--- src/rtl/olt_pkg.sv ---
package olt_pkg;
	// widths
	localparam int MAG_W = 16;
	localparam int CNT_W = 20;
	localparam int REL_W = 15;
	localparam int ADDR_W = 8;
	localparam int DATA_W = 32;
	// timing
	localparam real TICK_MS = 5.0;
	localparam real REL_DEF_MS = 60.0;
	localparam logic [REL_W-1:0] REL_DEF = REL_W'($rtoi(REL_DEF_MS / TICK_MS));
	localparam logic [REL_W-1:0] REL_MAX = 15'h7530;
	// pick-up and hysteresis, magnitudes in hundredths of nominal current
	localparam logic [MAG_W-1:0] THR_DEF = 16'h0078;
	localparam logic [7:0] DROP_PCT = 8'h61;
	localparam logic [7:0] FULL_PCT = 8'h64;
	localparam logic [11:0] TDIAL_DEF = 12'h064;
	localparam logic [11:0] TDIAL_RD_MIN = 12'h01E;
	localparam logic [CNT_W-1:0] OPD_DEF = 20'h000C8;
	// register byte offsets
	localparam logic [ADDR_W-1:0] OFS_CTRL = 8'h00;
	localparam logic [ADDR_W-1:0] OFS_TDIAL = 8'h04;
	localparam logic [ADDR_W-1:0] OFS_THR0 = 8'h08;
	localparam logic [ADDR_W-1:0] OFS_THR1 = 8'h0C;
	localparam logic [ADDR_W-1:0] OFS_REL0 = 8'h10;
	localparam logic [ADDR_W-1:0] OFS_REL1 = 8'h14;
	localparam logic [ADDR_W-1:0] OFS_OPD0 = 8'h18;
	localparam logic [ADDR_W-1:0] OFS_OPD1 = 8'h1C;
	localparam logic [ADDR_W-1:0] OFS_STAT = 8'h20;
	localparam logic [ADDR_W-1:0] OFS_OPCNT = 8'h24;
	localparam logic [ADDR_W-1:0] OFS_ISTAT = 8'h28;
	localparam logic [ADDR_W-1:0] OFS_IMASK = 8'h2C;
	// control field positions
	localparam int C_DLY_REL = 0;
	localparam int C_RST_AFT = 1;
	localparam int C_CONT = 2;
	localparam int C_MAG_LO = 3;
	localparam int C_FEN = 5;
	localparam int C_FST_LO = 6;
	localparam int C_GRP = 8;
	localparam int C_RD = 9;
	localparam int CTRL_W = 10;
	localparam logic [CTRL_W-1:0] CTRL_DEF = 10'h003;
	// interrupt bits
	localparam int EV_START = 0;
	localparam int EV_TRIP = 1;
	localparam int EV_BLK = 2;
	localparam int EV_W = 3;
	// magnitude choice and stage condition
	typedef enum logic [1:0] {MAG_RMS, MAG_TRMS, MAG_PP, MAG_RSV} olt_mag_t;
	typedef enum logic [1:0] {COND_NORMAL, COND_START, COND_TRIP, COND_BLOCKED} olt_cond_t;
endpackage : olt_pkg

--- src/rtl/olt_overload_timer.sv ---
`timescale 1ns/1ps
// Behaviour
// - rd-type with dial below 0.3 and negative delay trips with no delay
// - delayed release holds start for release delay; otherwise start clears at drop
// - release delay 0 to 150 s in 5 ms steps, default 60 ms
// - counter clears after release expiry if enabled, else at pick-up drop
// - counter keeps counting during release when continue and reset-after options both set, else holds
// - default is 60 ms delayed release with counter held during release
// - counting during release never trips unless pick-up returns
// - forcing enable lets status be forced; force field visible only when enabled
// - measured currents still change state while forcing is enabled
// - one selectable magnitude: fundamental rms, true rms or peak-to-peak
// - phase magnitudes sampled and processed on the 5 ms tick
// - any phase above common threshold asserts pick-up
// - pick-up drops only below 97 percent of threshold
// - threshold in hundredths of nominal, default 1.20
// - setting group switches threshold and timing live
// - forced status and magnitude choice are outside setting groups
// - block at pick-up reports blocked; active start releases normally
module olt_overload_timer (
	// clock and reset
	input  wire logic                        clk,
	input  wire logic                        reset,
	// measurement front end
	input  wire logic                        tick_5ms,
	input  wire logic [olt_pkg::MAG_W-1:0]   l1_rms,
	input  wire logic [olt_pkg::MAG_W-1:0]   l2_rms,
	input  wire logic [olt_pkg::MAG_W-1:0]   l3_rms,
	input  wire logic [olt_pkg::MAG_W-1:0]   l1_trms,
	input  wire logic [olt_pkg::MAG_W-1:0]   l2_trms,
	input  wire logic [olt_pkg::MAG_W-1:0]   l3_trms,
	input  wire logic [olt_pkg::MAG_W-1:0]   l1_pp,
	input  wire logic [olt_pkg::MAG_W-1:0]   l2_pp,
	input  wire logic [olt_pkg::MAG_W-1:0]   l3_pp,
	input  wire logic                        block_in,
	// register port
	input  wire logic [olt_pkg::ADDR_W-1:0]  reg_addr,
	input  wire logic [olt_pkg::DATA_W-1:0]  reg_wdata,
	input  wire logic                        reg_wr,
	input  wire logic                        reg_rd,
	output logic      [olt_pkg::DATA_W-1:0]  reg_rdata,
	// stage outputs
	output logic                             start_out,
	output logic                             trip_out,
	output logic                             blocked_out,
	output logic      [1:0]                  condition,
	output logic                             irq
);

	typedef enum logic [1:0] {ST_IDLE, ST_RUN, ST_RELEASE, ST_TRIPPED} olt_state_t;

	localparam logic [olt_pkg::CNT_W-1:0] CNT_ONE = 20'h00001;
	localparam logic [olt_pkg::REL_W-1:0] REL_ONE = 15'h0001;

	// magnitude pick for one phase
	function automatic logic [olt_pkg::MAG_W-1:0] pick_mag(
		input logic [1:0]                  sel,
		input logic [olt_pkg::MAG_W-1:0]   rms,
		input logic [olt_pkg::MAG_W-1:0]   trms,
		input logic [olt_pkg::MAG_W-1:0]   pp
	);
		logic [olt_pkg::MAG_W-1:0] m;
		m = rms;
		if (sel == olt_pkg::MAG_TRMS)
			m = trms;
		else if (sel == olt_pkg::MAG_PP)
			m = pp;
		return m;
	endfunction : pick_mag

	// magnitude below drop-out level of threshold
	function automatic logic below_drop(
		input logic [olt_pkg::MAG_W-1:0]   mag,
		input logic [olt_pkg::MAG_W-1:0]   thr
	);
		logic [23:0] lhs;
		logic [23:0] rhs;
		lhs = 24'(mag) * 24'(olt_pkg::FULL_PCT);
		rhs = 24'(thr) * 24'(olt_pkg::DROP_PCT);
		return lhs < rhs;
	endfunction : below_drop

	// registers
	logic [olt_pkg::CTRL_W-1:0]  ctrl_r,   ctrl_nxt;
	logic [11:0]                 tdial_r,  tdial_nxt;
	logic [olt_pkg::MAG_W-1:0]   thr0_r,   thr0_nxt;
	logic [olt_pkg::MAG_W-1:0]   thr1_r,   thr1_nxt;
	logic [olt_pkg::REL_W-1:0]   rel0_r,   rel0_nxt;
	logic [olt_pkg::REL_W-1:0]   rel1_r,   rel1_nxt;
	logic [olt_pkg::CNT_W-1:0]   opd0_r,   opd0_nxt;
	logic [olt_pkg::CNT_W-1:0]   opd1_r,   opd1_nxt;
	logic [olt_pkg::EV_W-1:0]    istat_r,  istat_nxt;
	logic [olt_pkg::EV_W-1:0]    imask_r,  imask_nxt;
	logic [olt_pkg::DATA_W-1:0]  rdata_r,  rdata_nxt;
	// stage state
	olt_state_t                  state_r,  state_nxt;
	logic                        pick_r,   pick_nxt;
	logic                        blk_r,    blk_nxt;
	logic [olt_pkg::CNT_W-1:0]   opcnt_r,  opcnt_nxt;
	logic [olt_pkg::REL_W-1:0]   relcnt_r, relcnt_nxt;
	logic                        start_r,  start_nxt;
	logic                        trip_r,   trip_nxt;
	logic                        bout_r,   bout_nxt;
	logic [1:0]                  cond_r,   cond_nxt;
	// combinational helpers
	logic [olt_pkg::MAG_W-1:0]   thr;
	logic [olt_pkg::REL_W-1:0]   rel;
	logic [olt_pkg::CNT_W-1:0]   opd;
	logic [olt_pkg::CNT_W-1:0]   delay;
	logic [olt_pkg::MAG_W-1:0]   m1;
	logic [olt_pkg::MAG_W-1:0]   m2;
	logic [olt_pkg::MAG_W-1:0]   m3;
	logic                        eff_pick;
	logic                        st_meas;
	logic                        tr_meas;
	logic                        bl_meas;
	logic [1:0]                  fst;
	logic [olt_pkg::EV_W-1:0]    ev;

	// active setting group
	always_comb
	begin
		thr = ctrl_r[olt_pkg::C_GRP] ? thr1_r : thr0_r;
		rel = ctrl_r[olt_pkg::C_GRP] ? rel1_r : rel0_r;
		opd = ctrl_r[olt_pkg::C_GRP] ? opd1_r : opd0_r;
		delay = opd;
		// negative computed delay means trip at once
		if (opd[olt_pkg::CNT_W-1])
			delay = '0;
		if (ctrl_r[olt_pkg::C_RD] && (tdial_r < olt_pkg::TDIAL_RD_MIN) && opd[olt_pkg::CNT_W-1])
			delay = '0;
	end

	// selected magnitudes
	always_comb
	begin
		m1 = pick_mag(ctrl_r[olt_pkg::C_MAG_LO +: 2], l1_rms, l1_trms, l1_pp);
		m2 = pick_mag(ctrl_r[olt_pkg::C_MAG_LO +: 2], l2_rms, l2_trms, l2_pp);
		m3 = pick_mag(ctrl_r[olt_pkg::C_MAG_LO +: 2], l3_rms, l3_trms, l3_pp);
	end

	// pick-up with hysteresis and blocking, sampled on tick
	always_comb
	begin
		pick_nxt = pick_r;
		blk_nxt = blk_r;
		if (tick_5ms)
		begin
			if ((m1 > thr) || (m2 > thr) || (m3 > thr))
				pick_nxt = 1'b1;
			else if (below_drop(m1, thr) && below_drop(m2, thr) && below_drop(m3, thr))
				pick_nxt = 1'b0;
			// block caught at the moment pick-up asserts
			if (pick_nxt && !pick_r)
				blk_nxt = block_in;
			else if (!pick_nxt)
				blk_nxt = 1'b0;
		end
	end

	// pick-up that may run the timers
	assign eff_pick = pick_r && !blk_r && !block_in;

	// operating and release timing
	always_comb
	begin
		state_nxt = state_r;
		opcnt_nxt = opcnt_r;
		relcnt_nxt = relcnt_r;
		if (tick_5ms)
		begin
			case (state_r)
				ST_IDLE:
				begin
					opcnt_nxt = '0;
					if (eff_pick && (delay == '0))
						state_nxt = ST_TRIPPED;
					else if (eff_pick)
					begin
						state_nxt = ST_RUN;
						opcnt_nxt = CNT_ONE;
					end
				end
				ST_RUN:
				begin
					if (eff_pick)
					begin
						opcnt_nxt = opcnt_r + CNT_ONE;
						if (opcnt_r + CNT_ONE >= delay)
							state_nxt = ST_TRIPPED;
					end
					else
					begin
						relcnt_nxt = '0;
						if (!ctrl_r[olt_pkg::C_RST_AFT])
							opcnt_nxt = '0;
						if (rel == '0)
						begin
							state_nxt = ST_IDLE;
							opcnt_nxt = '0;
						end
						else
							state_nxt = ST_RELEASE;
					end
				end
				ST_RELEASE:
				begin
					if (eff_pick)
					begin
						// pick-up returned: resume, trip allowed again
						opcnt_nxt = opcnt_r + CNT_ONE;
						state_nxt = (opcnt_r + CNT_ONE >= delay) ? ST_TRIPPED : ST_RUN;
					end
					else
					begin
						relcnt_nxt = relcnt_r + REL_ONE;
						if (ctrl_r[olt_pkg::C_CONT] && ctrl_r[olt_pkg::C_RST_AFT] && (opcnt_r < delay))
							opcnt_nxt = opcnt_r + CNT_ONE;
						if (relcnt_r + REL_ONE >= rel)
						begin
							state_nxt = ST_IDLE;
							opcnt_nxt = '0;
						end
					end
				end
				ST_TRIPPED:
				begin
					if (!eff_pick)
					begin
						state_nxt = ST_IDLE;
						opcnt_nxt = '0;
					end
				end
				default:
					state_nxt = ST_IDLE;
			endcase
		end
	end

	// measured and forced stage outputs
	always_comb
	begin
		st_meas = (state_r == ST_RUN) || ((state_r == ST_RELEASE) && ctrl_r[olt_pkg::C_DLY_REL]);
		tr_meas = (state_r == ST_TRIPPED);
		bl_meas = pick_r && blk_r;
		fst = ctrl_r[olt_pkg::C_FEN] ? ctrl_r[olt_pkg::C_FST_LO +: 2] : 2'(olt_pkg::COND_NORMAL);
		// forced value joins the measured one
		start_nxt = st_meas || (fst == olt_pkg::COND_START);
		trip_nxt = tr_meas || (fst == olt_pkg::COND_TRIP);
		bout_nxt = bl_meas || (fst == olt_pkg::COND_BLOCKED);
		if (bout_nxt)
			cond_nxt = olt_pkg::COND_BLOCKED;
		else if (trip_nxt)
			cond_nxt = olt_pkg::COND_TRIP;
		else if (start_nxt)
			cond_nxt = olt_pkg::COND_START;
		else
			cond_nxt = olt_pkg::COND_NORMAL;
	end

	// rising edges as interrupt events
	assign ev = {bout_nxt && !bout_r, trip_nxt && !trip_r, start_nxt && !start_r};

	// register writes, interrupt status with set winning over clear
	always_comb
	begin
		ctrl_nxt = ctrl_r;
		tdial_nxt = tdial_r;
		thr0_nxt = thr0_r;
		thr1_nxt = thr1_r;
		rel0_nxt = rel0_r;
		rel1_nxt = rel1_r;
		opd0_nxt = opd0_r;
		opd1_nxt = opd1_r;
		imask_nxt = imask_r;
		istat_nxt = istat_r;
		if (reg_wr)
		begin
			if (reg_addr == olt_pkg::OFS_CTRL)
				ctrl_nxt = reg_wdata[olt_pkg::CTRL_W-1:0];
			else if (reg_addr == olt_pkg::OFS_TDIAL)
				tdial_nxt = reg_wdata[11:0];
			else if (reg_addr == olt_pkg::OFS_THR0)
				thr0_nxt = reg_wdata[olt_pkg::MAG_W-1:0];
			else if (reg_addr == olt_pkg::OFS_THR1)
				thr1_nxt = reg_wdata[olt_pkg::MAG_W-1:0];
			else if (reg_addr == olt_pkg::OFS_REL0)
				rel0_nxt = clamp_rel(reg_wdata);
			else if (reg_addr == olt_pkg::OFS_REL1)
				rel1_nxt = clamp_rel(reg_wdata);
			else if (reg_addr == olt_pkg::OFS_OPD0)
				opd0_nxt = reg_wdata[olt_pkg::CNT_W-1:0];
			else if (reg_addr == olt_pkg::OFS_OPD1)
				opd1_nxt = reg_wdata[olt_pkg::CNT_W-1:0];
			else if (reg_addr == olt_pkg::OFS_ISTAT)
				istat_nxt = istat_r & ~reg_wdata[olt_pkg::EV_W-1:0];
			else if (reg_addr == olt_pkg::OFS_IMASK)
				imask_nxt = reg_wdata[olt_pkg::EV_W-1:0];
		end
		istat_nxt = istat_nxt | ev;
	end

	// release delay limited to its range, whole word judged so high bits cannot wrap
	function automatic logic [olt_pkg::REL_W-1:0] clamp_rel(input logic [olt_pkg::DATA_W-1:0] v);
		return ((|v[olt_pkg::DATA_W-1:olt_pkg::REL_W]) || (v[olt_pkg::REL_W-1:0] > olt_pkg::REL_MAX))
			? olt_pkg::REL_MAX : v[olt_pkg::REL_W-1:0];
	endfunction : clamp_rel

	// read data, one cycle after the strobe
	always_comb
	begin
		rdata_nxt = '0;
		if (reg_rd)
		begin
			if (reg_addr == olt_pkg::OFS_CTRL)
			begin
				rdata_nxt[olt_pkg::CTRL_W-1:0] = ctrl_r;
				if (!ctrl_r[olt_pkg::C_FEN])
					rdata_nxt[olt_pkg::C_FST_LO +: 2] = 2'h0;
			end
			else if (reg_addr == olt_pkg::OFS_TDIAL)
				rdata_nxt[11:0] = tdial_r;
			else if (reg_addr == olt_pkg::OFS_THR0)
				rdata_nxt[olt_pkg::MAG_W-1:0] = thr0_r;
			else if (reg_addr == olt_pkg::OFS_THR1)
				rdata_nxt[olt_pkg::MAG_W-1:0] = thr1_r;
			else if (reg_addr == olt_pkg::OFS_REL0)
				rdata_nxt[olt_pkg::REL_W-1:0] = rel0_r;
			else if (reg_addr == olt_pkg::OFS_REL1)
				rdata_nxt[olt_pkg::REL_W-1:0] = rel1_r;
			else if (reg_addr == olt_pkg::OFS_OPD0)
				rdata_nxt[olt_pkg::CNT_W-1:0] = opd0_r;
			else if (reg_addr == olt_pkg::OFS_OPD1)
				rdata_nxt[olt_pkg::CNT_W-1:0] = opd1_r;
			else if (reg_addr == olt_pkg::OFS_STAT)
				rdata_nxt[7:0] = {pick_r, bout_r, trip_r, start_r, state_r, cond_r};
			else if (reg_addr == olt_pkg::OFS_OPCNT)
				rdata_nxt[olt_pkg::CNT_W-1:0] = opcnt_r;
			else if (reg_addr == olt_pkg::OFS_ISTAT)
				rdata_nxt[olt_pkg::EV_W-1:0] = istat_r;
			else if (reg_addr == olt_pkg::OFS_IMASK)
				rdata_nxt[olt_pkg::EV_W-1:0] = imask_r;
		end
	end

	// state registers
	always_ff @(posedge clk or posedge reset)
	begin
		if (reset)
		begin
			ctrl_r <= olt_pkg::CTRL_DEF;
			tdial_r <= olt_pkg::TDIAL_DEF;
			thr0_r <= olt_pkg::THR_DEF;
			thr1_r <= olt_pkg::THR_DEF;
			rel0_r <= olt_pkg::REL_DEF;
			rel1_r <= olt_pkg::REL_DEF;
			opd0_r <= olt_pkg::OPD_DEF;
			opd1_r <= olt_pkg::OPD_DEF;
			istat_r <= '0;
			imask_r <= '0;
			rdata_r <= '0;
			state_r <= ST_IDLE;
			pick_r <= 1'b0;
			blk_r <= 1'b0;
			opcnt_r <= '0;
			relcnt_r <= '0;
			start_r <= 1'b0;
			trip_r <= 1'b0;
			bout_r <= 1'b0;
			cond_r <= olt_pkg::COND_NORMAL;
		end
		else
		begin
			ctrl_r <= ctrl_nxt;
			tdial_r <= tdial_nxt;
			thr0_r <= thr0_nxt;
			thr1_r <= thr1_nxt;
			rel0_r <= rel0_nxt;
			rel1_r <= rel1_nxt;
			opd0_r <= opd0_nxt;
			opd1_r <= opd1_nxt;
			istat_r <= istat_nxt;
			imask_r <= imask_nxt;
			rdata_r <= rdata_nxt;
			state_r <= state_nxt;
			pick_r <= pick_nxt;
			blk_r <= blk_nxt;
			opcnt_r <= opcnt_nxt;
			relcnt_r <= relcnt_nxt;
			start_r <= start_nxt;
			trip_r <= trip_nxt;
			bout_r <= bout_nxt;
			cond_r <= cond_nxt;
		end
	end

	// outputs
	assign reg_rdata = rdata_r;
	assign start_out = start_r;
	assign trip_out = trip_r;
	assign blocked_out = bout_r;
	assign condition = cond_r;
	assign irq = |(istat_r & imask_r);

endmodule : olt_overload_timer

--- config.mk ---
export PLATFORM = sky130hd
export DESIGN_NAME = olt_overload_timer
export DESIGN_NICKNAME = d
export VERILOG_FILES = /design/src/rtl/olt_pkg.sv /design/src/rtl/olt_overload_timer.sv
export SDC_FILE = /design/constraint.sdc
export NUM_CORES = 1
export LEC_CHECK = 0
export BUFFER_PORTS_ARGS = -buffer_cell sky130_fd_sc_hd__buf_2
export CORE_UTILIZATION = 45
export CTS_CLUSTER_SIZE = 40
export DETAILED_ROUTE_END_ITERATION = 10
export PLACE_DENSITY_LB_ADDON = 0.05
export SLEW_MARGIN = 20
export SYNTH_ARGS = -nofsm -noshare
export SYNTH_HDL_FRONTEND = slang
export SYNTH_SLANG_ARGS = --single-unit
--- constraint.sdc ---
create_clock -name clk -period 6.54 [get_ports clk]
set_input_delay 0.654 -clock clk [delete_from_list [all_inputs] [get_ports clk]]
set_output_delay 0.654 -clock clk [all_outputs]
set_load 0.02 [all_outputs]
==> results.sh <==
export IMPL_dp_slack_ns=-0.02392
export IMPL_async_reset_ff_share_pct=100.0
export IMPL_place_congestion=0.8811
export IMPL_violations="DRC"
export IMPL_finalClockSkew_ns=0.01177
export IMPL_clk_pin_slew_ns=0.08
export IMPL_cts_tree="built"
export IMPL_gr_total_overflow=0
export IMPL_std_cell_rows=79
export IMPL_synth_area_per_cell_um2=8.906
export IMPL_start_util_pct=45.89
export IMPL_yosys_register_bits=194
export IMPL_via_per_inst=5.721
export IMPL_grt_pass1_wl_um=102700
export IMPL_setup_viol=0
export IMPL_synth_area_leaders="ha_1, dfrtp_1, mux2_2, nand2_1, mux2i_1"
export IMPL_vias=18660
export IMPL_min_period_over_period_pct=96.19
export IMPL_period_minus_slack_ns=6.291
export IMPL_cap_viol_max_count=0
export IMPL_port_buffers=215
export IMPL_place_area_um2=23480
export IMPL_yosysTopAreaCell="ha_1"
export IMPL_synth_top_area_share_pct=22.74
export IMPL_peakVddDrop_v=0.0002040
export IMPL_cp_max_fo=8
export IMPL_max_slew_worst_pin_slew_ns=1.026
export IMPL_n_antenna_cell=0
export IMPL_status="complete, but fails checks"
export IMPL_hold_violations=0
export IMPL_hpwlAfterDp_um=54210
export IMPL_synth_most_common_cell="ha_1"
export IMPL_setup_ws_ns=0.2491
export IMPL_synth_top_cells_by_count="ha_1, nand2_1, inv_1"
export IMPL_ios=228
export IMPL_ff2ff_setup_slack_ns=0.25
export IMPL_max_freq_mhz=159.0
export IMPL_power_density_nw_per_um2=204.9
export IMPL_numCtsBuffers=17
export IMPL_crit_required_ns=6.88
export IMPL_synthCells=2409
export IMPL_p_leak_nw=12.22
export IMPL_area_growth_syn_to_layout_pct=13.51
export IMPL_ys_flop_type="dfrtp_1"
export IMPL_firstDrtPassIters=8
export IMPL_cts_hold_buf=0
export IMPL_h_tree_depth=4
export IMPL_dieHeight_um=220.4
export IMPL_slew_headroom_pct=31.61
export IMPL_setup_worst_path_end_class="flip-flop"
export IMPL_crit_type="reg -> reg"
export IMPL_clock_root_buffer="clkbuf_16"
export IMPL_wirelength_um=68070
export IMPL_final_nets=3263
export IMPL_synth_warning_count=0
export IMPL_routedWlPerCell_um=20.87
export IMPL_slew_violations=0
export IMPL_antenna_found_initial=0
export IMPL_fill_cells=4467
export IMPL_clock_insertion_delay_worst_skew_ns=0.47
export IMPL_placed_cells=3212
export IMPL_drtAntennaViolNets=0
export IMPL_grtUsageTotal_pct=27.82
export IMPL_grt_max_degree=134
export IMPL_drc=23
export IMPL_synth_edff_count=0
export IMPL_stdcell_count=3262
export IMPL_critPathArrivalTime_ns=6.63
export IMPL_cts_sinks=194
export IMPL_netlist_area_um2=21460
export IMPL_seq_area_um2=4895
export IMPL_drive_gt1_share_pct=21.02
export IMPL_core_area_um2=46750
export IMPL_hold_class="in -> async"
export IMPL_grt_pass1_vias=18030
export IMPL_fin_setup_tns_ns=0
export IMPL_drt_iter0_drc=1070
export IMPL_final_area_um2=24350
export IMPL_cts_buffer_depth=2
export IMPL_dieArea_um2=48560
export IMPL_fp_dieW_um=220.4
export IMPL_multiInputGateArea_um2=15470
export IMPL_yosysUniqueCellTypes=79
export IMPL_cp_start_kind="flip-flop"
export IMPL_ys_seq_area_share_pct=22.76
export IMPL_power_mw=4.990
-- per-layer routing --
layer  part of all wire, %  vias to the layer above  global-route usage, %
met1                    44                     8989                  35.16
met2                    49                      441                  49.47
met4                   3.3                        0                  9.839
li1                      -                     9140                      -
met5                     0                        -                      0
met3                   3.6                       93                  2.172
-- final cells by class --
cell class / count / area share [%]
well taps: 607 / 3.119
clock inverters: 14 / 0.5908
repair buffers: 302 / 7.403
flip-flops and latches: 194 / 20.10
multi-input cells: 1902 / 63.53
clock buffers: 18 / 1.762
inverters: 225 / 3.499
-- path summary, 6_finish.rpt --
path	start	endpoint	cells past startpoint
min reg2reg	rel0_r[2]	rel0_r[2]	2
min in group clk	reg_wdata[17]	opd1_r[17]	2
max	ctrl_r[8]	blk_r	27
max reg2reg	ctrl_r[8]	blk_r	27
min	reset	relcnt_r[11]	2
max in group asynchronous	reset	opcnt_r[13]	3
-- power breakdown --
group	switching [mW]	total, mW	internal (mW)
clock network	0.522	1.06	0.538
logic	1.46	2.60	1.14
registers	0.0671	1.32	1.26
total	2.05	4.99	2.94
-- per-stage QoR --
step / util (%) / hold WS (ns)
floorplan: - / 0.4479
global placement: 50.21 / 0.4645
detailed placement: 50.21 / 0.4716
CTS: 51.48 / 0.4361
global route: 52.09 / 0.4466
finish: 52.09 / 0.3965
-- logic make-up (layout without fill, tap and decap cells) --
group | after synthesis | after routing | share of synthesized area [%]
fa+ha+maj | 432 | 432 | 26.62
compound gates | 561 | 561 | 16.44
buf+inv | 324 | 559 | 6.071
simple gates | 572 | 572 | 12.58
xor+xnor | 90 | 90 | 3.674
other cells | 1 | 12 | 0.01748
mux | 235 | 235 | 11.84
flops | 194 | 194 | 22.76
-- critical path, stage by stage (launching register included) --
cell	delay, ns
dfrtp_4	0.53
buf_4	0.16
mux2i_2	0.20
inv_1	0.09
ha_1	0.30
ha_1	0.30
ha_1	0.32
fa_1	0.46
ha_1	0.37
o21ai_0	0.12
o21bai_1	0.11
o311ai_0	0.43
nand3_1	0.20
o41ai_1	0.29
buf_4	0.19
o2111ai_1	0.13
a21oi_1	0.19
xor2_1	0.16
buf_4	0.17
ha_1	0.24
nand2_1	0.07
o22ai_1	0.09
a31oi_1	0.17
o2111ai_1	0.13
nor3_1	0.15
nand4_1	0.26
o41ai_2	0.26
nand2_1	0.08
-- state kept, by name, indices dropped and copies added, names as in the netlist --
register / cells
opcnt_r: 20
opd0_r: 20
opd1_r: 20
reg_rdata: 20
thr0_r: 16
thr1_r: 16
rel0_r: 15
rel1_r: 15
relcnt_r: 15
tdial_r: 12
ctrl_r: 10
imask_r: 3
istat_r: 3
condition: 2
state_r: 2
blk_r: 1
blocked_out: 1
pick_r: 1
start_out: 1
trip_out: 1
-- timing repair --
item	4_1_cts	5_1_grt
gates resized for setup	0	42
gates cloned	0	1
setup endpoints to repair	2	2
buffers inserted	3	13
endpoints found under the hold margin	0	0
pin swaps	0	3
-- placed cells by master (no fill, tap or decap), types with 34 or more instances in the layout --
cell and n:
buf_4 80, fa_1 41, buf_2 215, inv_1 224, ha_1 390, mux2_2 150, dfrtp_1 168, a21o_1 40
a21oi_1 131, nand2_1 233, a211oi_1 34, nand3_1 52, mux2i_1 82, o21ai_0 148, nor2_1 104, xnor2_1 59
No activity file was read; power rests on OpenSTA's default activity.
